$ cat config.mk
export PLATFORM = sky130hd
export DESIGN_NAME = kbd_emu_regs
export DESIGN_NICKNAME = d
export VERILOG_FILES = /design/src/kbd_emu_pkg.sv /design/src/kbd_emu_regs.sv /design/src/axil_wr_join.sv /design/src/byte_merge.sv
export SDC_FILE = /design/constraint.sdc
export NUM_CORES = 1
export LEC_CHECK = 0
export ABC_CLOCK_PERIOD_IN_PS = 4700
export BUFFER_PORTS_ARGS = -buffer_cell sky130_fd_sc_hd__buf_2
export CORE_UTILIZATION = 60
export DETAILED_ROUTE_END_ITERATION = 10
export PLACE_DENSITY = 0.95
export SLEW_MARGIN = 20
export SYNTH_ARGS = -nofsm -noshare
export SYNTH_HDL_FRONTEND = slang
export SYNTH_SLANG_ARGS = --single-unit
$ cat constraint.sdc
create_clock -name aclk -period 4.7 [get_ports aclk]
set_input_delay 0.705 -clock aclk [delete_from_list [all_inputs] [get_ports aclk]]
set_output_delay 0.705 -clock aclk [all_outputs]
set_load 0.01 [all_outputs]
$ cat src/kbd_emu_pkg.sv
// Package: register map, field layout and carrier types for keyboard emulation
package kbd_emu_pkg;

	// ----------------------------------------------------------------
	// Register offsets (byte addresses)
	// ----------------------------------------------------------------
	localparam logic [11:0] OFF_EMULATION_CONTROL      = 12'h100;
	localparam logic [11:0] OFF_EMULATED_INPUT_BUFFER  = 12'h104;
	localparam logic [11:0] OFF_EMULATED_OUTPUT_BUFFER = 12'h108;
	localparam logic [11:0] OFF_EMULATED_STATUS        = 12'h10C;
	localparam logic [11:0] OFF_IRQ_STATUS             = 12'h110;
	localparam logic [11:0] OFF_IRQ_CLEAR              = 12'h114;
	localparam logic [11:0] OFF_IRQ_ENABLE             = 12'h118;

	// ----------------------------------------------------------------
	// Field positions and reset values
	// ----------------------------------------------------------------
	localparam int          ST_OUT_FULL  = 0;
	localparam int          ST_IN_FULL   = 1;
	localparam int          ST_CMD_DATA  = 3;
	localparam int          CTL_ENABLE   = 0;
	localparam int          CTL_WIDTH    = 8;
	localparam logic [31:0] RST_ZERO     = 32'h0000_0000;
	localparam logic [7:0]  PORT_DATA    = 8'h60;
	localparam logic [7:0]  PORT_CMD     = 8'h64;
	localparam int          IRQ_W        = 3;
	localparam int          IRQ_RD_DATA  = 0;
	localparam int          IRQ_WR_DATA  = 1;
	localparam int          IRQ_WR_CMD   = 2;
	localparam logic [1:0]  RESP_OKAY    = 2'h0;
	localparam logic [1:0]  RESP_SLVERR  = 2'h2;

	// ----------------------------------------------------------------
	// Carrier types
	// ----------------------------------------------------------------
	typedef struct packed {
		logic       valid;
		logic       write;
		logic [7:0] port;
		logic [7:0] wdata;
	} legacy_req_t;

	typedef struct packed {
		logic        we;
		logic [11:0] addr;
		logic [31:0] wdata;
		logic [3:0]  wstrb;
	} reg_wr_t;

endpackage : kbd_emu_pkg

$ cat src/kbd_emu_regs.sv
// Legacy keyboard port emulation register block with AXI4-Lite slave
//
// Added by the designer: the AXI4-Lite register port.
`timescale 1ns/1ps

module kbd_emu_regs
	import kbd_emu_pkg::*;
(
	// Clock and reset
	input  wire logic                 aclk,
	input  wire logic                 aresetn,
	// AXI4-Lite write
	input  wire logic                 s_axil_awvalid,
	output logic                      s_axil_awready,
	input  wire logic [11:0]          s_axil_awaddr,
	input  wire logic [2:0]           s_axil_awprot,
	input  wire logic                 s_axil_wvalid,
	output logic                      s_axil_wready,
	input  wire logic [31:0]          s_axil_wdata,
	input  wire logic [3:0]           s_axil_wstrb,
	output logic                      s_axil_bvalid,
	input  wire logic                 s_axil_bready,
	output logic [1:0]                s_axil_bresp,
	// AXI4-Lite read
	input  wire logic                 s_axil_arvalid,
	output logic                      s_axil_arready,
	input  wire logic [11:0]          s_axil_araddr,
	input  wire logic [2:0]           s_axil_arprot,
	output logic                      s_axil_rvalid,
	input  wire logic                 s_axil_rready,
	output logic [31:0]               s_axil_rdata,
	output logic [1:0]                s_axil_rresp,
	// Legacy port cycles
	input  kbd_emu_pkg::legacy_req_t  legacy_req,
	output logic                      legacy_ack,
	output logic [7:0]                legacy_rdata,
	// Interrupt
	output logic                      irq
);
	import kbd_emu_pkg::*;

	// ----------------------------------------------------------------
	// Register state
	// ----------------------------------------------------------------
	logic [CTL_WIDTH-1:0] control_reg;
	logic [31:0]          input_reg;
	logic [31:0]          output_reg;
	logic [31:0]          status_reg;
	logic [IRQ_W-1:0]     irq_stat_reg;
	logic [IRQ_W-1:0]     irq_en_reg;
	logic [1:0]           bresp_reg;
	reg_wr_t              wr;

	// ----------------------------------------------------------------
	// Write channel join
	// ----------------------------------------------------------------
	axil_wr_join u_join (
		.aclk    (aclk),
		.aresetn (aresetn),
		.awvalid (s_axil_awvalid),
		.awready (s_axil_awready),
		.awaddr  (s_axil_awaddr),
		.wvalid  (s_axil_wvalid),
		.wready  (s_axil_wready),
		.wdata   (s_axil_wdata),
		.wstrb   (s_axil_wstrb),
		.bvalid  (s_axil_bvalid),
		.bready  (s_axil_bready),
		.wr      (wr)
	);

	// ----------------------------------------------------------------
	// Address decode
	// ----------------------------------------------------------------
	wire sel_ctl = wr.addr == OFF_EMULATION_CONTROL;
	wire sel_in  = wr.addr == OFF_EMULATED_INPUT_BUFFER;
	wire sel_out = wr.addr == OFF_EMULATED_OUTPUT_BUFFER;
	wire sel_st  = wr.addr == OFF_EMULATED_STATUS;
	wire sel_icl = wr.addr == OFF_IRQ_CLEAR;
	wire sel_ien = wr.addr == OFF_IRQ_ENABLE;
	wire wr_hit  = sel_ctl | sel_in | sel_out | sel_st | sel_icl | sel_ien;
	wire wr_ctl  = wr.we & sel_ctl;
	wire wr_in   = wr.we & sel_in;
	wire wr_out  = wr.we & sel_out;
	wire wr_st   = wr.we & sel_st;
	wire wr_icl  = wr.we & sel_icl;
	wire wr_ien  = wr.we & sel_ien;

	// ----------------------------------------------------------------
	// Byte-lane merges
	// ----------------------------------------------------------------
	logic [31:0] ctl_m;
	logic [31:0] in_m;
	logic [31:0] out_m;
	logic [31:0] st_m;
	logic [31:0] ien_m;
	wire  [31:0] ctl_wide = {{(32-CTL_WIDTH){1'b0}}, control_reg};
	wire  [31:0] ien_wide = {{(32-IRQ_W){1'b0}}, irq_en_reg};

	byte_merge u_m_ctl (.old_val(ctl_wide),   .new_val(wr.wdata),
	                    .strb(wr.wstrb),      .merged(ctl_m));
	byte_merge u_m_in  (.old_val(input_reg),  .new_val(wr.wdata),
	                    .strb(wr.wstrb),      .merged(in_m));
	byte_merge u_m_out (.old_val(output_reg), .new_val(wr.wdata),
	                    .strb(wr.wstrb),      .merged(out_m));
	byte_merge u_m_st  (.old_val(status_reg), .new_val(wr.wdata),
	                    .strb(wr.wstrb),      .merged(st_m));
	byte_merge u_m_ien (.old_val(ien_wide),   .new_val(wr.wdata),
	                    .strb(wr.wstrb),      .merged(ien_m));

	// ----------------------------------------------------------------
	// Legacy port cycle decode
	// ----------------------------------------------------------------
	// Cycles are ignored while emulation is disabled
	wire emu_on   = control_reg[CTL_ENABLE];
	wire lg_go    = legacy_req.valid & emu_on;
	wire lg_data  = legacy_req.port == PORT_DATA;
	wire lg_cmd   = legacy_req.port == PORT_CMD;
	wire rd_data  = lg_go & ~legacy_req.write & lg_data;
	wire wr_data  = lg_go &  legacy_req.write & lg_data;
	wire wr_cmd   = lg_go &  legacy_req.write & lg_cmd;
	wire rd_cmd   = lg_go & ~legacy_req.write & lg_cmd;

	assign legacy_ack = rd_data | wr_data | wr_cmd | rd_cmd;

	// ----------------------------------------------------------------
	// Next-state of emulation registers
	// ----------------------------------------------------------------
	logic [31:0] input_next;
	logic [31:0] output_next;
	logic [31:0] status_next;

	// Legacy cycle wins over a same-cycle software write to the flags
	always_comb begin
		input_next  = wr_in  ? in_m  : input_reg;
		output_next = wr_out ? out_m : output_reg;
		status_next = wr_st  ? st_m  : status_reg;
		if (rd_data) begin
			status_next[ST_OUT_FULL] = 1'b0;
		end
		if (wr_data) begin
			input_next               = {24'h00_0000, legacy_req.wdata};
			status_next[ST_IN_FULL]  = 1'b1;
			status_next[ST_CMD_DATA] = 1'b0;
		end
		if (wr_cmd) begin
			input_next               = {24'h00_0000, legacy_req.wdata};
			status_next[ST_IN_FULL]  = 1'b0;
			status_next[ST_CMD_DATA] = 1'b1;
		end
	end

	// Legacy read data: port 64h read has no side effect
	wire [7:0] lg_rd_next = rd_data ? output_reg[7:0]
	                      : rd_cmd  ? status_reg[7:0]
	                      : legacy_rdata;

	// ----------------------------------------------------------------
	// Interrupt events: set beats clear
	// ----------------------------------------------------------------
	wire [IRQ_W-1:0] ev      = {wr_cmd, wr_data, rd_data};
	wire [IRQ_W-1:0] clr_bits = wr_icl ? wr.wdata[IRQ_W-1:0]
	                                   : {IRQ_W{1'b0}};
	wire [IRQ_W-1:0] irq_stat_next = (irq_stat_reg & ~clr_bits) | ev;

	assign irq = |(irq_stat_reg & irq_en_reg);

	// ----------------------------------------------------------------
	// Register update
	// ----------------------------------------------------------------
	always_ff @(posedge aclk) begin
		if (!aresetn) begin
			control_reg  <= '0;
			input_reg    <= RST_ZERO;
			output_reg   <= RST_ZERO;
			status_reg   <= RST_ZERO;
			irq_stat_reg <= '0;
			irq_en_reg   <= '0;
			legacy_rdata <= 8'h00;
			bresp_reg    <= RESP_OKAY;
		end else begin
			if (wr_ctl) begin
				control_reg <= ctl_m[CTL_WIDTH-1:0];
			end
			if (wr_ien) begin
				irq_en_reg <= ien_m[IRQ_W-1:0];
			end
			if (wr.we) begin
				bresp_reg <= wr_hit ? RESP_OKAY : RESP_SLVERR;
			end
			input_reg    <= input_next;
			output_reg   <= output_next;
			status_reg   <= status_next;
			irq_stat_reg <= irq_stat_next;
			legacy_rdata <= lg_rd_next;
		end
	end

	assign s_axil_bresp = bresp_reg;

	// ----------------------------------------------------------------
	// Read channel
	// ----------------------------------------------------------------
	wire ar_take = s_axil_arvalid & s_axil_arready;
	assign s_axil_arready = ~s_axil_rvalid;

	// Control readback reports live flags in bits 10:8
	wire [31:0] ctl_rd = {16'h0000, 5'h00, status_reg[ST_CMD_DATA],
	                      status_reg[ST_IN_FULL], status_reg[ST_OUT_FULL],
	                      control_reg};

	logic [31:0] rd_mux;
	logic        rd_hit;
	always_comb begin
		rd_hit = 1'b1;
		unique case (s_axil_araddr)
			OFF_EMULATION_CONTROL:      rd_mux = ctl_rd;
			OFF_EMULATED_INPUT_BUFFER:  rd_mux = input_reg;
			OFF_EMULATED_OUTPUT_BUFFER: rd_mux = output_reg;
			OFF_EMULATED_STATUS:        rd_mux = status_reg;
			OFF_IRQ_STATUS: rd_mux = {{(32-IRQ_W){1'b0}}, irq_stat_reg};
			OFF_IRQ_ENABLE: rd_mux = {{(32-IRQ_W){1'b0}}, irq_en_reg};
			default: begin
				rd_mux = 32'h0000_0000;
				rd_hit = 1'b0;
			end
		endcase
	end

	always_ff @(posedge aclk) begin
		if (!aresetn) begin
			s_axil_rvalid <= 1'b0;
			s_axil_rdata  <= 32'h0000_0000;
			s_axil_rresp  <= RESP_OKAY;
		end else if (ar_take) begin
			s_axil_rvalid <= 1'b1;
			s_axil_rdata  <= rd_mux;
			s_axil_rresp  <= rd_hit ? RESP_OKAY : RESP_SLVERR;
		end else if (s_axil_rready) begin
			s_axil_rvalid <= 1'b0;
		end
	end

endmodule : kbd_emu_regs

$ cat src/axil_wr_join.sv
// Write address and data joiner for the AXI4-Lite slave
`timescale 1ns/1ps
module axil_wr_join
	import kbd_emu_pkg::*;
(
	// Clock and reset
	input  wire logic              aclk,
	input  wire logic              aresetn,
	// Address and data channels
	input  wire logic              awvalid,
	output logic                   awready,
	input  wire logic [11:0]       awaddr,
	input  wire logic              wvalid,
	output logic                   wready,
	input  wire logic [31:0]       wdata,
	input  wire logic [3:0]        wstrb,
	// Response channel
	output logic                   bvalid,
	input  wire logic              bready,
	// Joined write
	output kbd_emu_pkg::reg_wr_t   wr
);
	// ----------------------------------------------------------------
	// Capture each channel; either order accepted
	// ----------------------------------------------------------------
	logic        aw_have_reg;
	logic        w_have_reg;
	logic [11:0] addr_reg;
	logic [31:0] data_reg;
	logic [3:0]  strb_reg;
	wire         aw_take = awvalid & awready;
	wire         w_take  = wvalid & wready;
	wire         fire    = aw_have_reg & w_have_reg & ~bvalid;

	assign awready  = ~aw_have_reg & ~bvalid;
	assign wready   = ~w_have_reg & ~bvalid;
	assign wr.we    = fire;
	assign wr.addr  = addr_reg;
	assign wr.wdata = data_reg;
	assign wr.wstrb = strb_reg;

	always_ff @(posedge aclk) begin
		if (!aresetn) begin
			aw_have_reg <= 1'b0;
			w_have_reg  <= 1'b0;
			bvalid      <= 1'b0;
			addr_reg    <= 12'h000;
			data_reg    <= 32'h0000_0000;
			strb_reg    <= 4'h0;
		end else begin
			if (aw_take) begin
				aw_have_reg <= 1'b1;
				addr_reg    <= awaddr;
			end
			if (w_take) begin
				w_have_reg <= 1'b1;
				data_reg   <= wdata;
				strb_reg   <= wstrb;
			end
			if (fire) begin
				aw_have_reg <= 1'b0;
				w_have_reg  <= 1'b0;
				bvalid      <= 1'b1;
			end else if (bvalid && bready) begin
				bvalid <= 1'b0;
			end
		end
	end
endmodule : axil_wr_join

$ cat src/byte_merge.sv
// Byte-enable merge of a 32-bit register word
`timescale 1ns/1ps
module byte_merge (
	// Old word and write
	input  wire logic [31:0] old_val,
	input  wire logic [31:0] new_val,
	input  wire logic [3:0]  strb,
	// Merged word
	output logic      [31:0] merged
);
	// ----------------------------------------------------------------
	// One lane per byte
	// ----------------------------------------------------------------
	genvar i;
	generate
		for (i = 0; i < 4; i++) begin : g_lane
			assign merged[i*8 +: 8] = strb[i] ? new_val[i*8 +: 8]
			                                  : old_val[i*8 +: 8];
		end
	endgenerate
endmodule : byte_merge

==> Word-level counts from Yosys, hierarchy flattened <==
Cells that the tools add are included.
{ "word_totals": {"register_bits": 206, "output_inout_bits": 51, "word_cells": 132} }
{ "op_classes": {"reduce_logical": 31, "n_mux": 20, "n_eq_ne": 14, "n_bitwise": 38} }
{ "ops": {"columns": ["cell", "count"], "rows": [
  ["32-bit one-hot mux with 6 select lines", 1],
  ["12-bit by 9-bit == test with 1-bit output, second input constant", 12],
  ["8-bit two-way mux", 6],
  ["2-bit AND reduction", 16],
  ["1-bit AND", 20],
  ["8-bit by 7-bit == test with 1-bit output, second input constant", 2],
  ["2-bit nonzero test", 5],
  ["3-bit nonzero test", 3],
  ["1-bit two-way mux", 8],
  ["4-bit two-way mux", 2],
  ["1-bit OR", 8],
  ["3-bit AND", 2],
  ["1-bit NOT", 6],
  ["2-bit OR reduction", 3],
  ["3-bit OR reduction", 2],
  ["6-bit OR reduction", 1],
  ["2-bit two-way mux", 2],
  ["3-bit two-way mux", 1],
  ["3-bit NOT", 1],
  ["3-bit OR", 1],
  ["1-bit logical AND", 1]
]} }

==> Longest topological paths before layout <==
Gate-level depths: netlist of the first run.
{ "logic_depth": {"word_depth": 7, "ltp_mapped": 7, "depth_no_buf": 4} }

==> Modules after synthesis <==
A second synthesis of the first run with hierarchy kept.
{ "hier_totals": {"cells_unflattened": 1118, "area_unflattened_um2": 11227.0} }
{ "by_module_without_submodules": {"columns": ["module", "cells_per_inst", "n_inst", "area_each_um2"], "rows": [
  ["kbd_emu_regs", 710, 1, 6703.9],
  ["byte_merge", 36, 5, 525.5],
  ["axil_wr_join", 228, 1, 1895.6]
]} }

==> Worst setup path after synthesis of the first run <==
OpenSTA, ideal clock, no wires.
{ "synth_timing": {"path_kind": "input to register", "from": "in s_axil_araddr[9]", "to": "reg s_axil_rdata[11]", "setup_slack_ps": 2284, "setup_time_ps": 69, "path_buffers": 2, "t_arrival_ps": 2347, "t_required_ps": 4631, "stages": 6, "cell_sequence": "or4b_1 > nor4_1 > clkbuf_1 > clkbuf_1 > a32oi_1 > o21ai_1"} }
{ "synth_via": {"elab_chain_len": 2, "elab_cells_between_ends": 7, "classes_between": "6 x eq/ne; 1 x mux"} }
{ "synth_lines": {"columns": ["item", "line_no", "rtl"], "rows": [
  ["start: declaration", "kbd_emu_regs.sv:27", "input wire logic [11:0] s_axil_araddr,"],
  ["12-bit by 9-bit == test with 1-bit output", "kbd_emu_regs.sv:216", "unique case (s_axil_araddr)"],
  ["32-bit one-hot mux with 6 select lines (*)", "kbd_emu_regs.sv:216", null],
  ["end signal: assignment", "kbd_emu_regs.sv:237", "s_axil_rdata <= rd_mux;"],
  ["end: declaration", "kbd_emu_regs.sv:31", "output logic [31:0] s_axil_rdata,"]
]} }
Every way passes the cells marked *; elsewhere a longest branch is shown, timed or not.
A chain may end at the register's enable or synchronous reset.

==> Worst setup path in the final report of the first run <==
{ "layout_timing": {"from": "in s_axil_araddr[9]", "to": "reg s_axil_rdata[7]"} }
Same word-level chain as after synthesis.

==> impl_metrics.csv, run 1 <==
group,metric,value,unit
outcome,outcome,"complete, no violations",
critical_path,r2r-start,"u_join.addr_reg[4]",
timing,rsz0062_at_grt,"false",
hold_path,holdPathStages,2,
clock_network,ctsResizeCount,0,
place,gp_congestion,0.884,
critical_path,rr_worst_depth,4,
critical_path,r2r_slack,1.97,ns
clock_network,ctsHoldBuffers,0,
timing,hold_viol_final,0,
clock_network,htreeDepth,1,
layout,num_antenna_cells,0,
timing,hold_ws,0.394,ns
grt,overflow,0,
layout,syn_to_final_growth,15.4,%
place,hpwlAfterDp,14900,µm
hold_path,min_to,"s_axil_rvalid",
floorplan,die_w,121,µm
grt,grtUsageMet3,0.0719,
detailed_routing,ant_nets,0,
timing,worst_pin_slew,1.06,ns
timing,fin_tns_setup,0,ns
grt,grt.busiest_layer,"met2",
synth,synth.distinct_cells,50,
critical_path,crit_slowest_cell,"or4b_1",
timing,slew_violations,0,
floorplan,die_h,121,µm
timing,setup_viol,0,
detailed_routing,drt_iter0_markers,1198,
floorplan,core.rowCount,43,
critical_path,end_kind,"flop",
timing,finClkSkew,0.0103,ns
clock_network,clk_latency,0.50,ns
place,port-buffer-count,133,
clock_network,clock_path_buffers,3,
hold_path,hp-class,"input port to flop",
grt,first_global_vias,8083,
grt,grt_max_degree,49,
critical_path,reg2reg_to,"input_reg[17]",
synth,seq_area_frac_synth,0.478,
critical_path,worstPathMaxFanout,19,
power,ir_drop,0.337,mV
clock_network,cts_tree,"built",
synth,synth-edff-count,0,
critical_path,critical-path-top-delay-family,"simple AND/OR/NAND/NOR gates",
layout,drive_gt1_frac,0.202,
detailed_routing,via_per_inst,6.62,
synth,syn_area_per_cell,8.39,µm²
synth,synthArstFlopShare,0,
clock_network,cts_root_buffer,"clkbuf_16",
clock_network,cts_setup_buffers,0,
power,p_per_area,371,nW/µm²
grt,antenna_found_initial,0,
clock_network,cts_inserted_buffers,20,
grt,grtUsageTotal,0.333,
detailed_routing,wirelength,25200,µm
floorplan,start_util,0.615,
synth,yosysWarningCount,0,
detailed_routing,num_vias,8519,
floorplan,coreArea,13900,µm²
critical_path,crit_type,"input port to flop",
grt,grt_use_met2,0.528,
critical_path,crit_chain,"buf_2 > or4b_1 > nor3_1 > nand4_1 > buf_4 > o21ai_0",
clock_network,clk_pin_slew,0.06,ns
synth,synth_flop_cell,"dfxtp_1",
critical_path,cp_data_required_time,5.10,ns
critical_path,worst_setup_path_start_kind,"input port",
timing,finalCriticalPeriod,2.74,ns
critical_path,worst-path-buf-inv,2,
detailed_routing,drc,0,
synth,synthCells,1017,
layout,fin_nets,1184,
floorplan,io_pins,142,
floorplan,die-area,14700,µm²
grt,use_met1,0.430,
synth,syn_area,8540,µm²
synth,ys_ff_latch,204,
grt,grt_first_pass_wirelength,39500,µm
hold_path,worstHoldStart,"s_axil_rready",
critical_path,arrival,3.14,ns
timing,fmax,0.365,GHz
detailed_routing,routedWlPerCell,19.6,µm
critical_path,slowest_delay,0.62,ns
clock_network,clkSinkCount,204,
job,cap_violations,0,
timing,slew_headroom,0.295,
detailed_routing,firstDrtPassIters,7,
power,p_leak,0.00370,µW
timing,finalCritPeriodShare,0.583,
## cell type report
type                            count  area, µm²
Inverter                            8       30.0
Fill cell                        1005       4030
Sequential cell                   204       4080
Multi-Input combinational cell    711       4090
Clock inverter                      8       65.1
Timing Repair Buffer              148        778
Clock buffer                       28        582
Tap cell                          180        225
## stage by stage
stage	total power, µW	std cells	instance area, µm²	util	setup WS, ns
after floorplan	2000	1018	8540	-	2.28
after global placement	2090	1251	9210	0.663	1.66
after detailed placement	2090	1251	9210	0.663	1.58
after CTS	3640	1287	9850	0.710	2.03
after global routing	3740	1287	9850	0.710	1.83
final	3660	1287	9850	0.710	1.96
## placed cells by master, fill, tap and decap left out, types with 2 or more instances in the layout
cell type | netlist | routed
nor3_1 | 8 | 8
or4_1 | 4 | 4
buf_4 | 2 | 15
a32oi_1 | 37 | 37
nand4_1 | 34 | 34
clkbuf_8 | 0 | 3
clkbuf_16 | 0 | 21
o22ai_1 | 8 | 8
o21ai_0 | 65 | 65
and3_1 | 3 | 3
inv_1 | 7 | 7
and2_1 | 7 | 7
clkinv_2 | 0 | 7
nor2_1 | 20 | 19
o21ai_1 | 69 | 69
nor4_2 | 5 | 2
or4b_1 | 4 | 4
a31oi_1 | 3 | 3
o2bb2ai_1 | 7 | 7
buf_2 | 11 | 133
nand2_1 | 161 | 161
mux2_2 | 29 | 29
mux2i_1 | 22 | 22
a21oi_1 | 123 | 123
o31ai_1 | 3 | 3
nor4_4 | 1 | 5
and2_0 | 2 | 2
nand3_1 | 62 | 62
a211oi_1 | 2 | 2
nand2b_1 | 6 | 6
or3_1 | 2 | 2
or2_2 | 3 | 3
conb_1 | 1 | 2
nand4bb_1 | 2 | 2
dfxtp_1 | 204 | 204
a21o_1 | 2 | 2
clkbuf_1 | 74 | 4
## synth_stat cells (2+ instances only)
master,count,share of area
o21ai_1,69,0.040
dfxtp_1,204,0.48
buf_2,11,0.0064
o21ai_0,65,0.038
a21oi_1,123,0.072
nand2_1,161,0.071
inv_1,7,0.0031
a21o_1,2,0.0018
mux2_2,29,0.038
nor4_2,5,0.0073
o31ai_1,3,0.0026
nand4_1,34,0.025
a31oi_1,3,0.0022
and3_1,3,0.0022
nand2b_1,6,0.0044
o2bb2ai_1,7,0.0072
nor2_1,20,0.0088
clkbuf_1,74,0.033
nand3_1,62,0.036
and2_0,2,0.0015
and2_1,7,0.0051
buf_4,2,0.0018
nor2b_1,2,0.0015
or4b_1,4,0.0047
o22ai_1,8,0.0059
buf_1,7,0.0031
mux2i_1,22,0.026
nor4_1,2,0.0015
nor3_1,8,0.0047
a211oi_1,2,0.0018
or4_1,4,0.0035
nand4bb_1,2,0.0026
or2_2,3,0.0022
or3_1,2,0.0015
a32oi_1,37,0.038
## kinds of logic after synthesis
kind of cell | Yosys count | share of synthesized area
buffers and inverters | 103 | 0.0487
AOI/OAI and AO/OA | 323 | 0.215
xor gates and xnor gates | 1 | 0.00103
and+or+nand+nor | 334 | 0.193
DFF | 204 | 0.478
other | 1 | 0.000439
muxes | 51 | 0.0640
## worst max path at each step
| stage | start | end | slack (ns) | cells past startpoint |
|---|---|---|---|---|
| floorplan | s_axil_araddr[9] | s_axil_rdata[11] | 2.28 | 6 |
| global placement | s_axil_araddr[9] | s_axil_rdata[7] | 1.66 | 6 |
| detailed placement | s_axil_araddr[9] | s_axil_rdata[6] | 1.58 | 6 |
| CTS | s_axil_araddr[9] | s_axil_rdata[3] | 2.03 | 6 |
| global route | u_join.addr_reg[4] | input_reg[31] | 1.83 | 4 |
| finish | s_axil_araddr[9] | s_axil_rdata[7] | 1.96 | 6 |
## per-layer routing
layer | part of all wire | wire [µm] | vias up
met5 | 0 | 0 | -
met4 | 0.039 | 982 | 0
met3 | 0.12 | 3030 | 124
met2 | 0.46 | 11500 | 657
met1 | 0.38 | 9670 | 3926
li1 | - | - | 3812
## report_power, final
part	switching (µW)	total (µW)	internal (µW)
combinational	167	247	79.8
clock	666	1590	920
sequential	59.4	1820	1760
total	893	3660	2760
(Power assumes the default switching activity.)
==> run 2, diff against run 1 <==
--- a/config.mk
+++ b/config.mk
@@ -5,11 +5,11 @@
 export SDC_FILE = /design/constraint.sdc
 export NUM_CORES = 1
 export LEC_CHECK = 0
-export ABC_CLOCK_PERIOD_IN_PS = 4700
+export ABC_CLOCK_PERIOD_IN_PS = 2650
 export BUFFER_PORTS_ARGS = -buffer_cell sky130_fd_sc_hd__buf_2
-export CORE_UTILIZATION = 60
+export CORE_UTILIZATION = 56
 export DETAILED_ROUTE_END_ITERATION = 10
-export PLACE_DENSITY = 0.95
+export PLACE_DENSITY = 0.9
 export SLEW_MARGIN = 20
 export SYNTH_ARGS = -nofsm -noshare
 export SYNTH_HDL_FRONTEND = slang
==> constraint.sdc (replaced) <==
create_clock -name aclk -period 2.65 [get_ports aclk]
set_input_delay 0.3975 -clock aclk [delete_from_list [all_inputs] [get_ports aclk]]
set_output_delay 0.3975 -clock aclk [all_outputs]
set_load 0.01 [all_outputs]
==> run 2 against run 1 <==
  * The run now ends with design-rule violations left
  * Clock skew about the same
  * Core utilization is 3.4 points lower
  * Register-to-register slack worse by 1.6 ns
  * Worst setup slack lost 1.6 ns
  * Via count down 2.5%
  * Wire length decreased by 3.0%
  * Combinational power is 90% higher
  * Sequential power grew 76%
  * Sequential share of layout area decreased by 0.37 points
  * Critical path type is now flop to flop
  * Largest cell class unchanged
==> impl_metrics.csv, run 2 (synthesis results as in run 1) <==
group,metric,value,unit
layout,num_antenna_cells,0,
detailed_routing,via_per_inst,6.38,
place,hpwlAfterDp,15200,µm
clock_network,htreeDepth,1,
clock_network,ctsResizeCount,0,
detailed_routing,drt_iter0_markers,1131,
power,seqPwrFrac,0.511,
critical_path,cp_data_required_time,3.00,ns
timing,finalCritPeriodShare,0.879,
critical_path,crit_chain,"or4b_4 > or4_1 > o21ai_0 > a21oi_1",
timing,finClkSkew,0.0103,ns
critical_path,arrival,2.68,ns
job,cap_violations,0,
grt,overflow,0,
outcome,outcome,"complete, but fails checks",
outcome,violations,"design-rule violations",
detailed_routing,wl_met1,9830,µm
hold_path,worstHoldStart,"s_axil_rready",
grt,antenna_found_initial,0,
critical_path,reg2reg_to,"control_reg[0]",
clock_network,cts_root_buffer,"clkbuf_16",
critical_path,worstPathMaxFanout,12,
critical_path,slowest_delay,0.75,ns
timing,setup_viol,0,
timing,fin_tns_setup,0,ns
clock_network,ctsHoldBuffers,0,
power,p_sw,1510,µW
critical_path,end_kind,"flop",
power,pwr-share-clk,0.414,
layout,drive_gt1_frac,0.209,
timing,finalCriticalPeriod,2.33,ns
critical_path,rr_worst_depth,4,
power,ir_drop,0.470,mV
clock_network,cts_inserted_buffers,21,
hold_path,min_to,"s_axil_rvalid",
power,switching_share,0.241,
power,p_int,4770,µW
clock_network,clk_pin_slew,0.06,ns
power,p_leak,0.00375,µW
detailed_routing,highest_layer,"met4",
power,power_frac_comb,0.075,
detailed_routing,routedWlPerCell,18.8,µm
grt,grt_first_pass_wirelength,39300,µm
floorplan,start_util,0.581,
detailed_routing,firstDrtPassIters,11,
detailed_routing,num_vias,8304,
timing,hold_viol_final,0,
power,p_total,6280,µW
floorplan,die_w,125,µm
floorplan,die_h,125,µm
critical_path,worst_setup_path_start_kind,"flop",
timing,slew_headroom,0.558,
hold_path,hp-class,"input port to flop",
floorplan,core.rowCount,44,
timing,rsz0062_at_grt,"false",
grt,first_global_vias,8070,
timing,fmax,0.429,GHz
layout,layout_common_cells,"204 x dfxtp_1, 161 x nand2_1, 133 x buf_2",
floorplan,die-area,15700,µm²
critical_path,r2r_slack,0.32,ns
detailed_routing,drc,9,
layout,fillCellCount,1137,
timing,worst_pin_slew,0.656,ns
layout,fin_cells,1301,
clock_network,clk_latency,0.49,ns
detailed_routing,wl_met3,2420,µm
floorplan,io_pins,142,
layout,fin_nets,1202,
clock_network,clkSinkCount,204,
place,port-buffer-count,133,
grt,grt_max_degree,51,
place,dp_cells,1272,
place,gp_congestion,0.921,
hold_path,holdPathStages,2,
critical_path,crit_slowest_cell,"or4_1",
detailed_routing,wl_met2,11200,µm
grt,grtUsageTotal,0.306,
critical_path,critical-path-top-delay-family,"simple AND/OR/NAND/NOR gates",
clock_network,cts_setup_buffers,0,
critical_path,worst-path-buf-inv,0,
critical_path,r2r-start,"u_join.addr_reg[11]",
power,p_per_area,632,nW/µm²
layout,final_common_cell,"dfxtp_1",
detailed_routing,ant_nets,0,
timing,slew_violations,0,
critical_path,crit_type,"flop to flop",
clock_network,clock_path_buffers,3,
layout,syn_to_final_growth,16.4,%
floorplan,coreArea,14700,µm²
detailed_routing,wirelength,24400,µm
clock_network,cts_tree,"built",
run 2: cell types whose count changed in the layout (fill, tap and decap cells not counted), sizes merged:
| cell | before | now |
|---|---|---|
| buf | 148 | 165 |
| bufinv | 1 | 0 |
| clkinv | 7 | 1 |
run 2: worst max path at each step:
stage | start | to | slack [ns] | cells past startpoint
2_1_floorplan | u_join.addr_reg[11] | input_reg[16] | 0.53 | 6
3_3_place_gp | u_join.addr_reg[11] | input_reg[1] | 0.43 | 4
3_5_place_dp | u_join.addr_reg[11] | input_reg[5] | 0.41 | 4
4_1_cts | u_join.addr_reg[2] | input_reg[1] | 0.38 | 4
5_1_grt | u_join.addr_reg[2] | input_reg[5] | 0.26 | 4
6_report | u_join.addr_reg[11] | control_reg[0] | 0.32 | 4
run 2: per-layer routing:
layer  vias up  track usage
met1      3860        0.398
li1       3844            -
met2       504        0.492
met3        96       0.0479
met5         -            0
met4         0        0.155
run 2: final cells by class:
cell class / count / area, µm² / area share
Multi-Input combinational cell: 711 / 4090 / 0.411
Sequential cell: 204 / 4080 / 0.411
Inverter: 8 / 30.0 / 0.00302
Timing Repair Buffer: 165 / 931 / 0.0937
Tap cell: 184 / 230 / 0.0232
Clock buffer: 28 / 572 / 0.0575
Clock inverter: 1 / 5.00 / 0.000504
run 2: per-stage QoR:
| step | util | area (µm²) | setup WS [ns] | hold WS (ns) |
|---|---|---|---|---|
| 6_report | 0.676 | 9940 | 0.321 | 0.0850 |
| 5_1_grt | 0.676 | 9940 | 0.261 | 0.0989 |
| 4_1_cts | 0.676 | 9940 | 0.385 | 0.0831 |
| 3_5_place_dp | 0.637 | 9360 | 0.413 | 0.439 |
| 3_3_place_gp | 0.637 | 9360 | 0.430 | 0.433 |
| 2_1_floorplan | - | 8540 | 0.530 | 0.426 |
run 2: power by group through the flow:
stage	sequential, µW	combinational (µW)	clock [µW]
2_1_floorplan	3240	297	0
3_3_place_gp	3270	447	0
3_5_place_dp	3270	456	0
4_1_cts	3210	462	2610
5_1_grt	3220	512	2750
6_report	3210	470	2600
